==> config.mk <==
export PLATFORM = sky130hd
export DESIGN_NAME = gtf_timer
export DESIGN_NICKNAME = d
export VERILOG_FILES = /design/src/logic/gtf_pkg.sv /design/src/logic/gtf_free_counter.sv /design/src/logic/gtf_timer.sv
export VERILOG_INCLUDE_DIRS = /design/src /design/src/logic
export SDC_FILE = /design/constraint.sdc
export NUM_CORES = 1
export LEC_CHECK = 0
export BUFFER_PORTS_ARGS = -buffer_cell sky130_fd_sc_hd__buf_2
export CAP_MARGIN = 20
export CORE_AREA = 2 2 107 109
export DETAILED_ROUTE_END_ITERATION = 10
export DIE_AREA = 0 0 109 111
export GPL_TIMING_DRIVEN = 0
export PLACE_DENSITY = 0.79
export SYNTH_ARGS = -nofsm -noshare
export SYNTH_HDL_FRONTEND = slang
export SYNTH_SLANG_ARGS = --single-unit
export TNS_END_PERCENT = 5
==> constraint.sdc <==
create_clock -name pclk -period 3.1 [get_ports pclk]
set_input_delay 0.62 -clock pclk [delete_from_list [all_inputs] [get_ports pclk]]
set_output_delay 0.62 -clock pclk [all_outputs]
set_load 0.01 [all_outputs]
==> src/logic/gtf_map.svh <==
// Register offsets, field positions, reset values and timing counts of the timer block
`ifndef GTF_MAP_SVH
`define GTF_MAP_SVH

// ------------------------------------------------------------
// Register byte offsets
// ------------------------------------------------------------
`define GTF_OFF_CFG       12'h08C
`define GTF_OFF_CNT       12'h090
`define GTF_OFF_FREE      12'h09C
`define GTF_OFF_IRQ_STS   12'h0A0
`define GTF_OFF_IRQ_CLR   12'h0A4
`define GTF_OFF_IRQ_EN    12'h0A8

// ------------------------------------------------------------
// Field positions and reset values
// ------------------------------------------------------------
`define GTF_CFG_EN_BIT    29
`define GTF_LOAD_MSB      15
`define GTF_LOAD_RST      16'hFFFF
`define GTF_CNT_RST       16'hFFFF
`define GTF_FREE_RST      32'h0000_0000
`define GTF_IRQ_WRAP_BIT  0

// ------------------------------------------------------------
// Timing
// ------------------------------------------------------------
`define GTF_PCLK_MHZ      250
`define GTF_FREE_MHZ      25
`define GTF_FREE_DIV      (`GTF_PCLK_MHZ / `GTF_FREE_MHZ)
`define GTF_CLR_MAX_NS    160
`define GTF_PCLK_NS       4
`define GTF_CLR_MAX_CYC   (`GTF_CLR_MAX_NS / `GTF_PCLK_NS)
`define GTF_TICK_DIV      250

`endif

==> src/logic/gtf_pkg.sv <==
// Types shared by the timer block
package gtf_pkg;
    typedef enum logic [1:0] {
        GTF_ST_HALT = 2'b01,
        GTF_ST_RUN  = 2'b10
    } gtf_state_t;
endpackage

==> src/logic/gtf_free_counter.sv <==
// Free-running counter advanced on a 25 MHz enable derived from pclk
`timescale 1ns/10ps
`include "gtf_map.svh"
module gtf_free_counter
    import gtf_pkg::*;
#(
    parameter int DIV = `GTF_FREE_DIV
) (
    input  wire logic        pclk,     // System clock
    input  wire logic        presetn,  // Async reset, active low
    output logic      [31:0] count     // Present count
);
    // ------------------------------------------------------------
    // Elaboration check
    // ------------------------------------------------------------
    if (DIV < 1 || DIV > 255) begin : g_bad_div
        $error("gtf_free_counter: DIV out of range");
    end

    logic [7:0]  div_q;
    logic [31:0] count_q;
    wire         step = (div_q == 8'(DIV - 1));

    // ------------------------------------------------------------
    // Counter; reset gives zero at once, well inside the clear limit
    // ------------------------------------------------------------
    always_ff @(posedge pclk or negedge presetn) begin
        if (!presetn) begin
            div_q   <= 8'h00;
            count_q <= `GTF_FREE_RST;
        end else begin
            div_q <= step ? 8'h00 : div_q + 8'h01;
            if (step) begin
                count_q <= count_q + 32'h0000_0001;
            end
        end
    end

    assign count = count_q;
endmodule

==> src/logic/gtf_timer.sv <==
// General timer, free-running counter and their APB register file
//
// Operation
// - Timer counts while enable bit set, holds its state when clear.
// - Enable bit reads zero after reset.
// - Enable falling from one to zero forces preload to all ones.
// - Preload bits 15:0 are the start value; timer counts down from it.
// - Timer raises an interrupt each time the preload interval elapses.
// - Read-only count field gives present timer value, all ones after reset.
// - Software reads a 32-bit free-running counter; writes are ignored.
// - Free counter starts at zero and adds one each 25 MHz cycle.
// - Free counter wraps from maximum to zero and keeps counting.
// - Free count is captured on read so the word is consistent.
// - Free counter is zero within 160 ns of reset.
`timescale 1ns/10ps
`include "gtf_map.svh"
module gtf_timer
    import gtf_pkg::*;
#(
    parameter int TICK_DIV = `GTF_TICK_DIV
) (
    input  wire logic        pclk,     // System clock, 250 MHz
    input  wire logic        presetn,  // Async reset, active low
    input  wire logic        psel,     // APB select
    input  wire logic        penable,  // APB access phase
    input  wire logic        pwrite,   // APB direction
    input  wire logic [11:0] paddr,    // APB byte address
    input  wire logic [31:0] pwdata,   // APB write data
    input  wire logic [3:0]  pstrb,    // APB byte strobes
    output logic             pready,   // APB ready
    output logic      [31:0] prdata,   // APB read data
    output logic             pslverr,  // APB error on unmapped address
    output logic             irq       // Level interrupt
);
    // ------------------------------------------------------------
    // Elaboration check
    // ------------------------------------------------------------
    if (TICK_DIV < 1 || TICK_DIV > 65535) begin : g_bad_tick
        $error("gtf_timer: TICK_DIV out of range");
    end

    // ------------------------------------------------------------
    // State
    // ------------------------------------------------------------
    gtf_state_t  state_q;
    gtf_state_t  state_d;
    logic        en_q;
    logic [15:0] load_q;
    logic [15:0] cnt_q;
    logic [15:0] tick_q;
    logic        sts_q;
    logic        irq_en_q;
    logic [31:0] rdata_q;
    logic [31:0] free_cnt;

    // Merge a write with byte strobes
    function automatic logic [31:0] merge(input logic [31:0] old, input logic [31:0] nw,
                                          input logic [3:0] be);
        logic [31:0] r;
        r = old;
        for (int i = 0; i < 4; i++) begin
            if (be[i]) begin
                r[i*8 +: 8] = nw[i*8 +: 8];
            end
        end
        return r;
    endfunction

    // ------------------------------------------------------------
    // APB decode; slave always answers in the access cycle
    // ------------------------------------------------------------
    wire acc      = psel && penable;
    wire hit_cfg  = (paddr == `GTF_OFF_CFG);
    wire hit_cnt  = (paddr == `GTF_OFF_CNT);
    wire hit_free = (paddr == `GTF_OFF_FREE);
    wire hit_sts  = (paddr == `GTF_OFF_IRQ_STS);
    wire hit_clr  = (paddr == `GTF_OFF_IRQ_CLR);
    wire hit_ien  = (paddr == `GTF_OFF_IRQ_EN);
    wire mapped   = hit_cfg | hit_cnt | hit_free | hit_sts | hit_clr | hit_ien;
    wire wr_cfg   = acc && pwrite && hit_cfg;
    wire wr_clr   = acc && pwrite && hit_clr;
    wire wr_ien   = acc && pwrite && hit_ien;
    wire rd_setup = psel && !penable && !pwrite;

    // Config word as seen by software, reserved bits zero
    wire [31:0] cfg_word = {2'b00, en_q, 13'h0000, load_q};
    wire [31:0] cfg_new  = merge(cfg_word, pwdata, pstrb);
    wire        en_new   = wr_cfg ? cfg_new[`GTF_CFG_EN_BIT] : en_q;
    wire        en_fall  = en_q && !en_new;
    // Preload as it stands after this edge, so a start uses the value written with the enable
    wire [15:0] load_nxt = en_fall ? `GTF_LOAD_RST : wr_cfg ? cfg_new[`GTF_LOAD_MSB:0] : load_q;

    // Tick divider and underflow
    wire        tick     = (tick_q == 16'(TICK_DIV - 1));
    wire        running  = (state_q == GTF_ST_RUN);
    wire        wrap     = running && tick && (cnt_q == 16'h0000);

    // ------------------------------------------------------------
    // Read mux; value captured in setup so the access sees one snapshot
    // ------------------------------------------------------------
    wire [31:0] rd_mux = hit_cfg  ? cfg_word :
                         hit_cnt  ? {16'h0000, cnt_q} :
                         hit_free ? free_cnt :
                         hit_sts  ? {31'h0, sts_q} :
                         hit_ien  ? {31'h0, irq_en_q} : 32'h0000_0000;

    // ------------------------------------------------------------
    // Free-running counter
    // ------------------------------------------------------------
    gtf_free_counter #(
        .DIV (`GTF_FREE_DIV)
    ) u_free (
        .pclk    (pclk),
        .presetn (presetn),
        .count   (free_cnt)
    );

    // ------------------------------------------------------------
    // Timer state machine
    // ------------------------------------------------------------
    always_comb begin
        case (state_q)
            GTF_ST_HALT: state_d = en_new ? GTF_ST_RUN : GTF_ST_HALT;
            GTF_ST_RUN:  state_d = en_new ? GTF_ST_RUN : GTF_ST_HALT;
            default:     state_d = GTF_ST_HALT;
        endcase
    end

    // Config register; preload forced high on disable
    always_ff @(posedge pclk or negedge presetn) begin
        if (!presetn) begin
            en_q   <= 1'b0;
            load_q <= `GTF_LOAD_RST;
        end else begin
            en_q <= en_new;
            if (en_fall) begin
                load_q <= `GTF_LOAD_RST;
            end else if (wr_cfg) begin
                load_q <= cfg_new[`GTF_LOAD_MSB:0];
            end
        end
    end

    // Counter; enabling from halt starts from the preload value
    always_ff @(posedge pclk or negedge presetn) begin
        if (!presetn) begin
            state_q <= GTF_ST_HALT;
            cnt_q   <= `GTF_CNT_RST;
            tick_q  <= 16'h0000;
        end else begin
            state_q <= state_d;
            if (!running) begin
                tick_q <= 16'h0000;
                if (en_new) begin
                    cnt_q <= load_nxt;
                end
            end else begin
                tick_q <= tick ? 16'h0000 : tick_q + 16'h0001;
                if (tick) begin
                    cnt_q <= wrap ? load_q : cnt_q - 16'h0001;
                end
            end
        end
    end

    // Interrupt status; a new wrap wins over a clear in the same cycle
    always_ff @(posedge pclk or negedge presetn) begin
        if (!presetn) begin
            sts_q    <= 1'b0;
            irq_en_q <= 1'b0;
        end else begin
            if (wrap) begin
                sts_q <= 1'b1;
            end else if (wr_clr && pstrb[0] && pwdata[`GTF_IRQ_WRAP_BIT]) begin
                sts_q <= 1'b0;
            end
            if (wr_ien && pstrb[0]) begin
                irq_en_q <= pwdata[`GTF_IRQ_WRAP_BIT];
            end
        end
    end

    // Read data latched at setup; the free count cannot tear in the access
    always_ff @(posedge pclk or negedge presetn) begin
        if (!presetn) begin
            rdata_q <= 32'h0000_0000;
        end else if (rd_setup) begin
            rdata_q <= rd_mux;
        end
    end

    assign pready  = 1'b1;
    assign pslverr = acc && !mapped;
    assign prdata  = rdata_q;
    assign irq     = sts_q && irq_en_q;
endmodule

# After elaboration in Yosys (flattened, before gate mapping)
# Cells that the tools add are included.
# classes
n_addsub	4
eq_ne	11
muxes	22
bitwise_logic	5
reduce_logical	24
# ops
operator	n
two-way mux 16 bit	8
two-way mux 32 bit	3
equality test 12 x 8 -> 1 bit (second input constant)	6
adder 32 x 1 -> 32 bit (second input constant)	1
two-way mux 8 bit	3
adder 16 x 1 -> 16 bit (second input constant)	1
equality test 16 x 8 -> 1 bit (second input constant)	1
zero test 16 bit	1
subtractor 16 x 1 -> 16 bit (second input constant)	1
logical AND 1 bit	15
adder 8 x 1 -> 8 bit (second input constant)	1
equality test 8 x 4 -> 1 bit (second input constant)	1
two-way mux 6 bit	1
two-way mux 1 bit	5
bitwise OR 1 bit	5
zero test 1 bit	4
two-way mux 2 bit	2
nonzero test 2 bit	2
equality test 2 x 1 -> 1 bit (second input constant)	1
equality test 2 bit (second input constant)	1
inequality test 2 bit (second input constant)	1
AND reduction 2 bit	1
OR reduction 2 bit	1
# totals
reg_bits	125
in_bits	53
out_inout_bits	35
word_cells	76

# Longest topological paths before layout
# Gate-level depths: netlist (run 1).
# logic_depth
depth_word	9
mapped_depth	10
mapped_depth_nobuf	8

# Cells and area by module
# A second synthesis (run 1) with hierarchy kept.
# hier_totals
cells_unflattened	636
area_unflattened_um2	6317.3
# modules_own_cells
mod	instances	cells_per_inst	area_per_inst_um2	seq_area_each_um2
gtf_timer	1	473	4480.5	2168.3
gtf_free_counter	1	163	1836.8	1001.0

# Worst setup path before layout (run 1)
# OpenSTA, ideal clock, no wires.
# synth_timing
kind	input to register
startpoint	input paddr[9]
endpoint	register cnt_q[12]
setup_time_ns	0.083
t_arrival_ns	2.666
required_ns	3.017
path_slack_ns	0.350
path_stages	8
path_buffers	1
path_cell_list	or4_4 -> nor4_4 -> mux2i_1 -> inv_2 -> a21oi_2 -> buf_6 -> o21ai_0 -> a221o_1
# synth_via
elab_chain_cells	8
elab_cells_between_ends	11
classes_between	eq/ne (1); mux (5); reduce/logical (5)
# synth_lines
item	line_no	source
start: declaration	gtf_timer.sv:27	input wire logic [11:0] paddr,
equality test 12 x 8 -> 1 bit (no source line) *	--	
logical AND 1 bit *	gtf_timer.sv:80	wire wr_cfg = acc && pwrite && hit_cfg;
two-way mux 1 bit *	gtf_timer.sv:88	wire en_new = wr_cfg ? cfg_new[`GTF_CFG_EN_BIT] : en_q;
via en_new	gtf_timer.sv:88	
zero test 1 bit	gtf_timer.sv:89	wire en_fall = en_q && !en_new;
logical AND 1 bit	gtf_timer.sv:89	
two-way mux 16 bit	--	
two-way mux 16 bit	gtf_timer.sv:154	if (en_new) begin
two-way mux 16 bit	gtf_timer.sv:152	if (!running) begin
end signal: assignment	gtf_timer.sv:148	cnt_q <= `GTF_CNT_RST;
end signal: assignment	gtf_timer.sv:155	cnt_q <= load_nxt;
end signal: assignment	gtf_timer.sv:160	cnt_q <= wrap ? load_q : cnt_q - 16'h0001;
end: declaration	gtf_timer.sv:49	logic [15:0] cnt_q;
# Mark *: on every way through the listed nets, which the timed path passes. The rest lies on a longest branch. The select of a mux whose other input is x is not followed.
# A chain may end at the register's enable or synchronous reset.

# Worst setup path in the final report (run 1)
# Ends and elaborated chain as after synthesis.

==> flow_metrics.tcl, run 1 <==
set metrics [dict create \
    status "finished clean" \
    hold_violations 0 \
    grt_max_degree 65 \
    syn_area_sq_um 6140 \
    crit_family "simple AND/OR/NAND/NOR gates" \
    place.gp.congestion 0.865 \
    die_w_um 109 \
    fin_crit_sh_pct 86.9 \
    antenna_left 0 \
    worstPathCellList "buf_2 > or4_4 > nor4_4 > mux2i_1 > inv_2 > a21oi_2 > buf_6 > o21ai_0 > a221o_1" \
    criticalPathCategory "input port to flip-flop" \
    grt_pass1_vias 5019 \
    hold_buffers 0 \
    yosys-top-cells-area "dfrtp_1 38%, dfstp_2 14%, nand2_1 5.0%" \
    critPathLaunchType "input port" \
    cts_resized 0 \
    ys_seq_area_share_pct 51.6 \
    fin_nets 752 \
    die_h_um 111 \
    postCtsSetupBuffers 0 \
    yosys_warnings 0 \
    ys_seq_elements 125 \
    synth-edff-count 0 \
    fp-row-count 39 \
    finalSetupViolCount 0 \
    cpMaxStageDelayCell "or4_4" \
    cp_max_fo 10 \
    slowest_delay_ns 0.57 \
    fin_hold_ws_ns 0.174 \
    synth_async_sr_flop_share_pct 100 \
    vias_per_cell 6.01 \
    avgSynthCellArea_sq_um 10.2 \
    fin_setup_tns_ns 0 \
    endpoint_kind "flip-flop" \
    r2r_end "cnt_q[2]" \
    clk_latency_ns 0.41 \
    reg2regPathDepth 10 \
    crit-reg2reg-launch "cnt_q[0]" \
    rsz0062_at_grt "no" \
    grt_use_total_pct 26.0 \
    initial_core_util_pct 55.4 \
    first_pass_iters 7 \
    max_freq_mhz 371 \
    clkSinkCount 125 \
    syn_nets 661 \
    fin_skew_ns 0.00727 \
    cts_made_buffers 17 \
    r2r_setup_slack_ns 0.43 \
    postSynthCellCount 601 \
    path_buf_inv 3 \
    io_buffer_count 70 \
    crit_required_ns 3.43 \
    root_buffer "clkbuf_16" \
    synth.distinct_cells 67 \
    maxCapViolCount 0 \
    dpl.hpwl_um 10600 \
    wirelength_um 14800 \
    slew_viol_final 0 \
    diodes 0 \
    fin_cells 848 \
    htreeDepth 4 \
    grt_overflow 0 \
    antenna_found_initial 0 \
    synth_most_common_cell "dfrtp_1" \
    coreArea_sq_um 11100 \
    drc 0 \
    ys_top_cells_by_count "92 x dfrtp_1, 81 x nand2_1, 51 x nor2_1" \
    synth_ff_type "dfrtp_1" \
    powerDensity_nw_per_um2 511 \
    layout_min_cycle_time_ns 2.69 \
    slew_headroom_pct 59.1 \
    numPlacedInstances 815 \
    cts.reportedPaths.clkPinSlew_ns 0.06 \
    dieArea_sq_um 12100 \
    drive_gt1_share_pct 23.4 \
    power_w 0.00373 \
    p_leak_nw 3.29 \
    final_core_util_pct 66.0 \
    grt_pass1_wl_um 24600 \
    avgRoutedWirePerCell_um 17.4 \
    worst_pin_slew_ns 0.597 \
    yosys.area.top_type "dfrtp_1" \
    area_delta_synth_final_pct 19.0 \
    synth_top_area_share_pct 37.5 \
    vias 5097 \
    vdd_drop_max_v 0.000338 \
    cts_tree "done" \
    io_pins 88 \
    cp_data_arrival_time_ns 3.03 \
    hp-class "input port to async pin" \
    initialDrtViolationCount 459 \
    cts_buffer_depth 2 \
]
## registers in the layout (all words and copies together) (netlist names)
register and count:
u_free.div_q 8, tick_q 16, u_free.count 32, en_q 1
sts_q 1, state_q 2, irq_en_q 1, cnt_q 16
load_q 16, prdata 32
## layout by cell type, fill, tap and decap left out, types with 5 or more instances in the layout
cell / count
nand3_1: 39
a222oi_1: 15
inv_1: 12
a21oi_1: 10
clkbuf_16: 17
clkbuf_1: 17
ha_1: 7
xor2_1: 22
or3_1: 7
buf_2: 72
nor3b_1: 5
a21o_1: 5
nor4_1: 5
o22a_1: 18
nand2_1: 81
buf_4: 5
and2_1: 6
and3_1: 16
o21ai_0: 20
a211oi_1: 5
nor2_1: 51
nor3_1: 10
dfrtp_1: 92
o21ai_1: 7
nand4_1: 12
xnor2_1: 34
dfstp_2: 33
## power breakdown
group	switching, W	internal [W]	total (W)
Sequential	0.00000478	0.00164	0.00165
Clock	0.000709	0.00127	0.00198
Combinational	0.0000735	0.0000381	0.000112
## metrics by stage
step / cell area [sq um] / setup WS [ns]
finish: 7310 / 0.406
global route: 7310 / 0.126
CTS: 7300 / 0.369
detailed placement: 6700 / -0.0548
global placement: 6670 / -0.0429
floorplan: 6140 / 0.350
## routing by layer
| layer | wire length [um] | vias up | global-route usage [%] |
|---|---|---|---|
| met3 | 978 | 29 | 5.88 |
| met2 | 7190 | 206 | 41.8 |
| li1 | - | 2358 | - |
| met4 | 308 | 0 | 8.89 |
| met1 | 6280 | 2504 | 34.4 |
| met5 | 0 | - | 0 |
## cell type report
type                            count  area [sq um]
Clock buffer                       23           488
Inverter                           13          48.8
Timing Repair Buffer               72           392
Multi-Input combinational cell    437          2780
Fill cell                         813          3770
Sequential cell                   125          3170
Clock inverter                      9           110
Tap cell                          143           179
Buffer                             26           135
## cell families after synthesis
family / Yosys count / share of synthesized area [%]
AND/OR/NAND/NOR: 259 / 21.8
flip-flops: 125 / 51.6
AO/OA/AOI/OAI: 109 / 13.2
XOR/XNOR: 56 / 7.99
buffers and inverters: 39 / 3.00
adder cells (fa/ha/maj): 7 / 1.43
multiplexers: 5 / 0.856
other: 1 / 0.0611
## how the worst max path moves through the flow
stage / start / end / cells after the start
final: paddr[9] / cnt_q[12] / 9
after global routing: cnt_q[0] / cnt_q[9] / 10
after CTS: paddr[9] / cnt_q[12] / 9
after detailed placement: paddr[9] / cnt_q[12] / 9
after global placement: presetn / tick_q[9] / 1
after floorplan: paddr[9] / cnt_q[12] / 8
Power figures use the tool's default switching activity.
==> inputs of run 2 (changes only) <==
--- a/config.mk
+++ b/config.mk
@@ -13,6 +13,7 @@
 export DIE_AREA = 0 0 109 111
 export GPL_TIMING_DRIVEN = 0
 export PLACE_DENSITY = 0.79
+export REMOVE_ABC_BUFFERS = 1
 export SYNTH_ARGS = -nofsm -noshare
 export SYNTH_HDL_FRONTEND = slang
 export SYNTH_SLANG_ARGS = --single-unit
==> run 2 against run 1 <==
Against the previous run: fmax decreased by 5.6%; core utilization is 1.2 points lower; sequential power is essentially flat; first-iteration DRC count is 8.3% lower; worst setup slack got worse by 0.16 ns; largest cell class unchanged.
==> flow_metrics.tcl, run 2 (synthesis gave the netlist of run 1 again) <==
set metrics [dict create \
    status "finished clean" \
    worstPathCellList "buf_2 > or4_4 > nor4_4 > mux2i_2 > inv_2 > a21oi_2 > o21ai_0 > a221o_1" \
    cts_made_buffers 17 \
    wl_met3_um 734 \
    dieArea_sq_um 12100 \
    grt_pass1_vias 4767 \
    fp-row-count 39 \
    worst_pin_slew_ns 0.956 \
    rsz0062_at_grt "no" \
    cpMaxStageDelayCell "or4_4" \
    diodes 0 \
    vdd_drop_max_v 0.000385 \
    endpoint_kind "flip-flop" \
    avgRoutedWirePerCell_um 16.8 \
    maxUsedRoutingLayer "met4" \
    hold_violations 0 \
    r2r_setup_slack_ns 0.52 \
    clkSinkCount 125 \
    slew_viol_final 0 \
    io_buffer_count 70 \
    die_w_um 109 \
    powerDensity_nw_per_um2 512 \
    final_common_cell "dfrtp_1" \
    drive_gt1_share_pct 23.2 \
    htreeDepth 4 \
    first_pass_iters 5 \
    fin_crit_sh_pct 92.1 \
    place.gp.congestion 0.909 \
    cp_data_arrival_time_ns 3.20 \
    p_leak_nw 3.23 \
    drt-met1-wl_um 5660 \
    area_delta_synth_final_pct 16.9 \
    final.fill_count 849 \
    wirelength_um 13800 \
    vias 4896 \
    initial_core_util_pct 55.4 \
    antenna_left 0 \
    cts.reportedPaths.clkPinSlew_ns 0.06 \
    grt_max_degree 99 \
    crit_required_ns 3.44 \
    grt_pass1_wl_um 22800 \
    drc 0 \
    cts_tree "done" \
    fin_skew_ns 0.00829 \
    crit-reg2reg-launch "cnt_q[0]" \
    fin_nets 727 \
    die_h_um 111 \
    slew_headroom_pct 35.9 \
    reg2regPathDepth 8 \
    max_freq_mhz 350 \
    antenna_found_initial 0 \
    coreArea_sq_um 11100 \
    layout_common_cells "92 x dfrtp_1, 81 x nand2_1, 69 x buf_2, 51 x nor2_1, 39 x nand3_1" \
    fin_setup_tns_ns 0 \
    finalSetupViolCount 0 \
    critPathLaunchType "input port" \
    criticalPathCategory "input port to flip-flop" \
    initialDrtViolationCount 421 \
    root_buffer "clkbuf_16" \
    vias_per_cell 5.95 \
    grt_use_total_pct 24.4 \
    hp-class "input port to async pin" \
    post-place-ws_ns -0.298 \
    cts_buffer_depth 2 \
    dr_wl_met2_um 7250 \
    r2r_end "cnt_q[2]" \
    maxCapViolCount 0 \
    slowest_delay_ns 0.57 \
    clk_latency_ns 0.42 \
    grt_overflow 0 \
    io_pins 88 \
    fin_ws_ns 0.245 \
    cp_max_fo 12 \
    dpl.hpwl_um 9490 \
    layout_min_cycle_time_ns 2.86 \
]
[run 2: through the flow]
stage          total power (W)  area (sq um)  std cells  hold WS, ns  utilization (%)
6_report               0.00367          7170        823       0.0639             64.8
5_1_grt                0.00379          7170        823       0.0655             64.8
4_1_cts                0.00369          7160        822       0.0593             64.7
3_5_place_dp           0.00178          6590        790        0.455             59.4
3_3_place_gp           0.00177          6530        788        0.445             59.0
2_1_floorplan          0.00170          6000        575        0.324                -
[run 2: report_power, final]
part | internal [W] | switching, W | leakage, nW | total [W]
Sequential | 0.00164 | 0.00000595 | 1.61 | 0.00165
Combinational | 0.0000355 | 0.0000685 | 1.34 | 0.000104
Clock | 0.00122 | 0.000702 | 0.283 | 0.00192
Total | 0.00290 | 0.000776 | 3.23 | 0.00367
[run 2: layout make-up]
type	count	area, sq um	area share, %
clock buffers	21	460	6.42
clock inverters	11	118	1.64
inverters	13	48.8	0.680
multi-input cells	437	2790	38.9
flip-flops and latches	125	3170	44.2
well taps	143	179	2.49
repair buffers	73	407	5.67
[run 2: worst max-delay path by stage]
stage | from | end | slack, ns | cells after the start
after floorplan | paddr[9] | prdata[0] | 0.18 | 6
after global placement | paddr[9] | prdata[11] | -0.38 | 6
after detailed placement | paddr[9] | cnt_q[12] | -0.30 | 8
after CTS | paddr[9] | cnt_q[12] | 0.15 | 8
after global routing | paddr[9] | cnt_q[12] | 0.11 | 8
final | paddr[9] | cnt_q[12] | 0.24 | 8
[run 2: what timing repair did]
| action | in CTS | in global routing |
|---|---|---|
| setup buffers | 0 | 0 |
| hold buffers | 0 | 0 |
| resized for setup | 0 | 1 |
| setup endpoints to repair | 0 | 1 |
[run 2: layer usage]
layer	up-vias	GRT usage, %
li1	2307	-
met1	2421	30.4
met2	146	40.2
met3	22	6.35
met4	0	9.66
met5	-	0
[run 2: critical path, delay by kind of cell]
family / cells / cell delay, ns
AND/OR/NAND/NOR: 2 / 0.90
buffers and inverters: 2 / 0.19
multiplexers: 1 / 0.46
AO/OA/AOI/OAI: 3 / 1.03
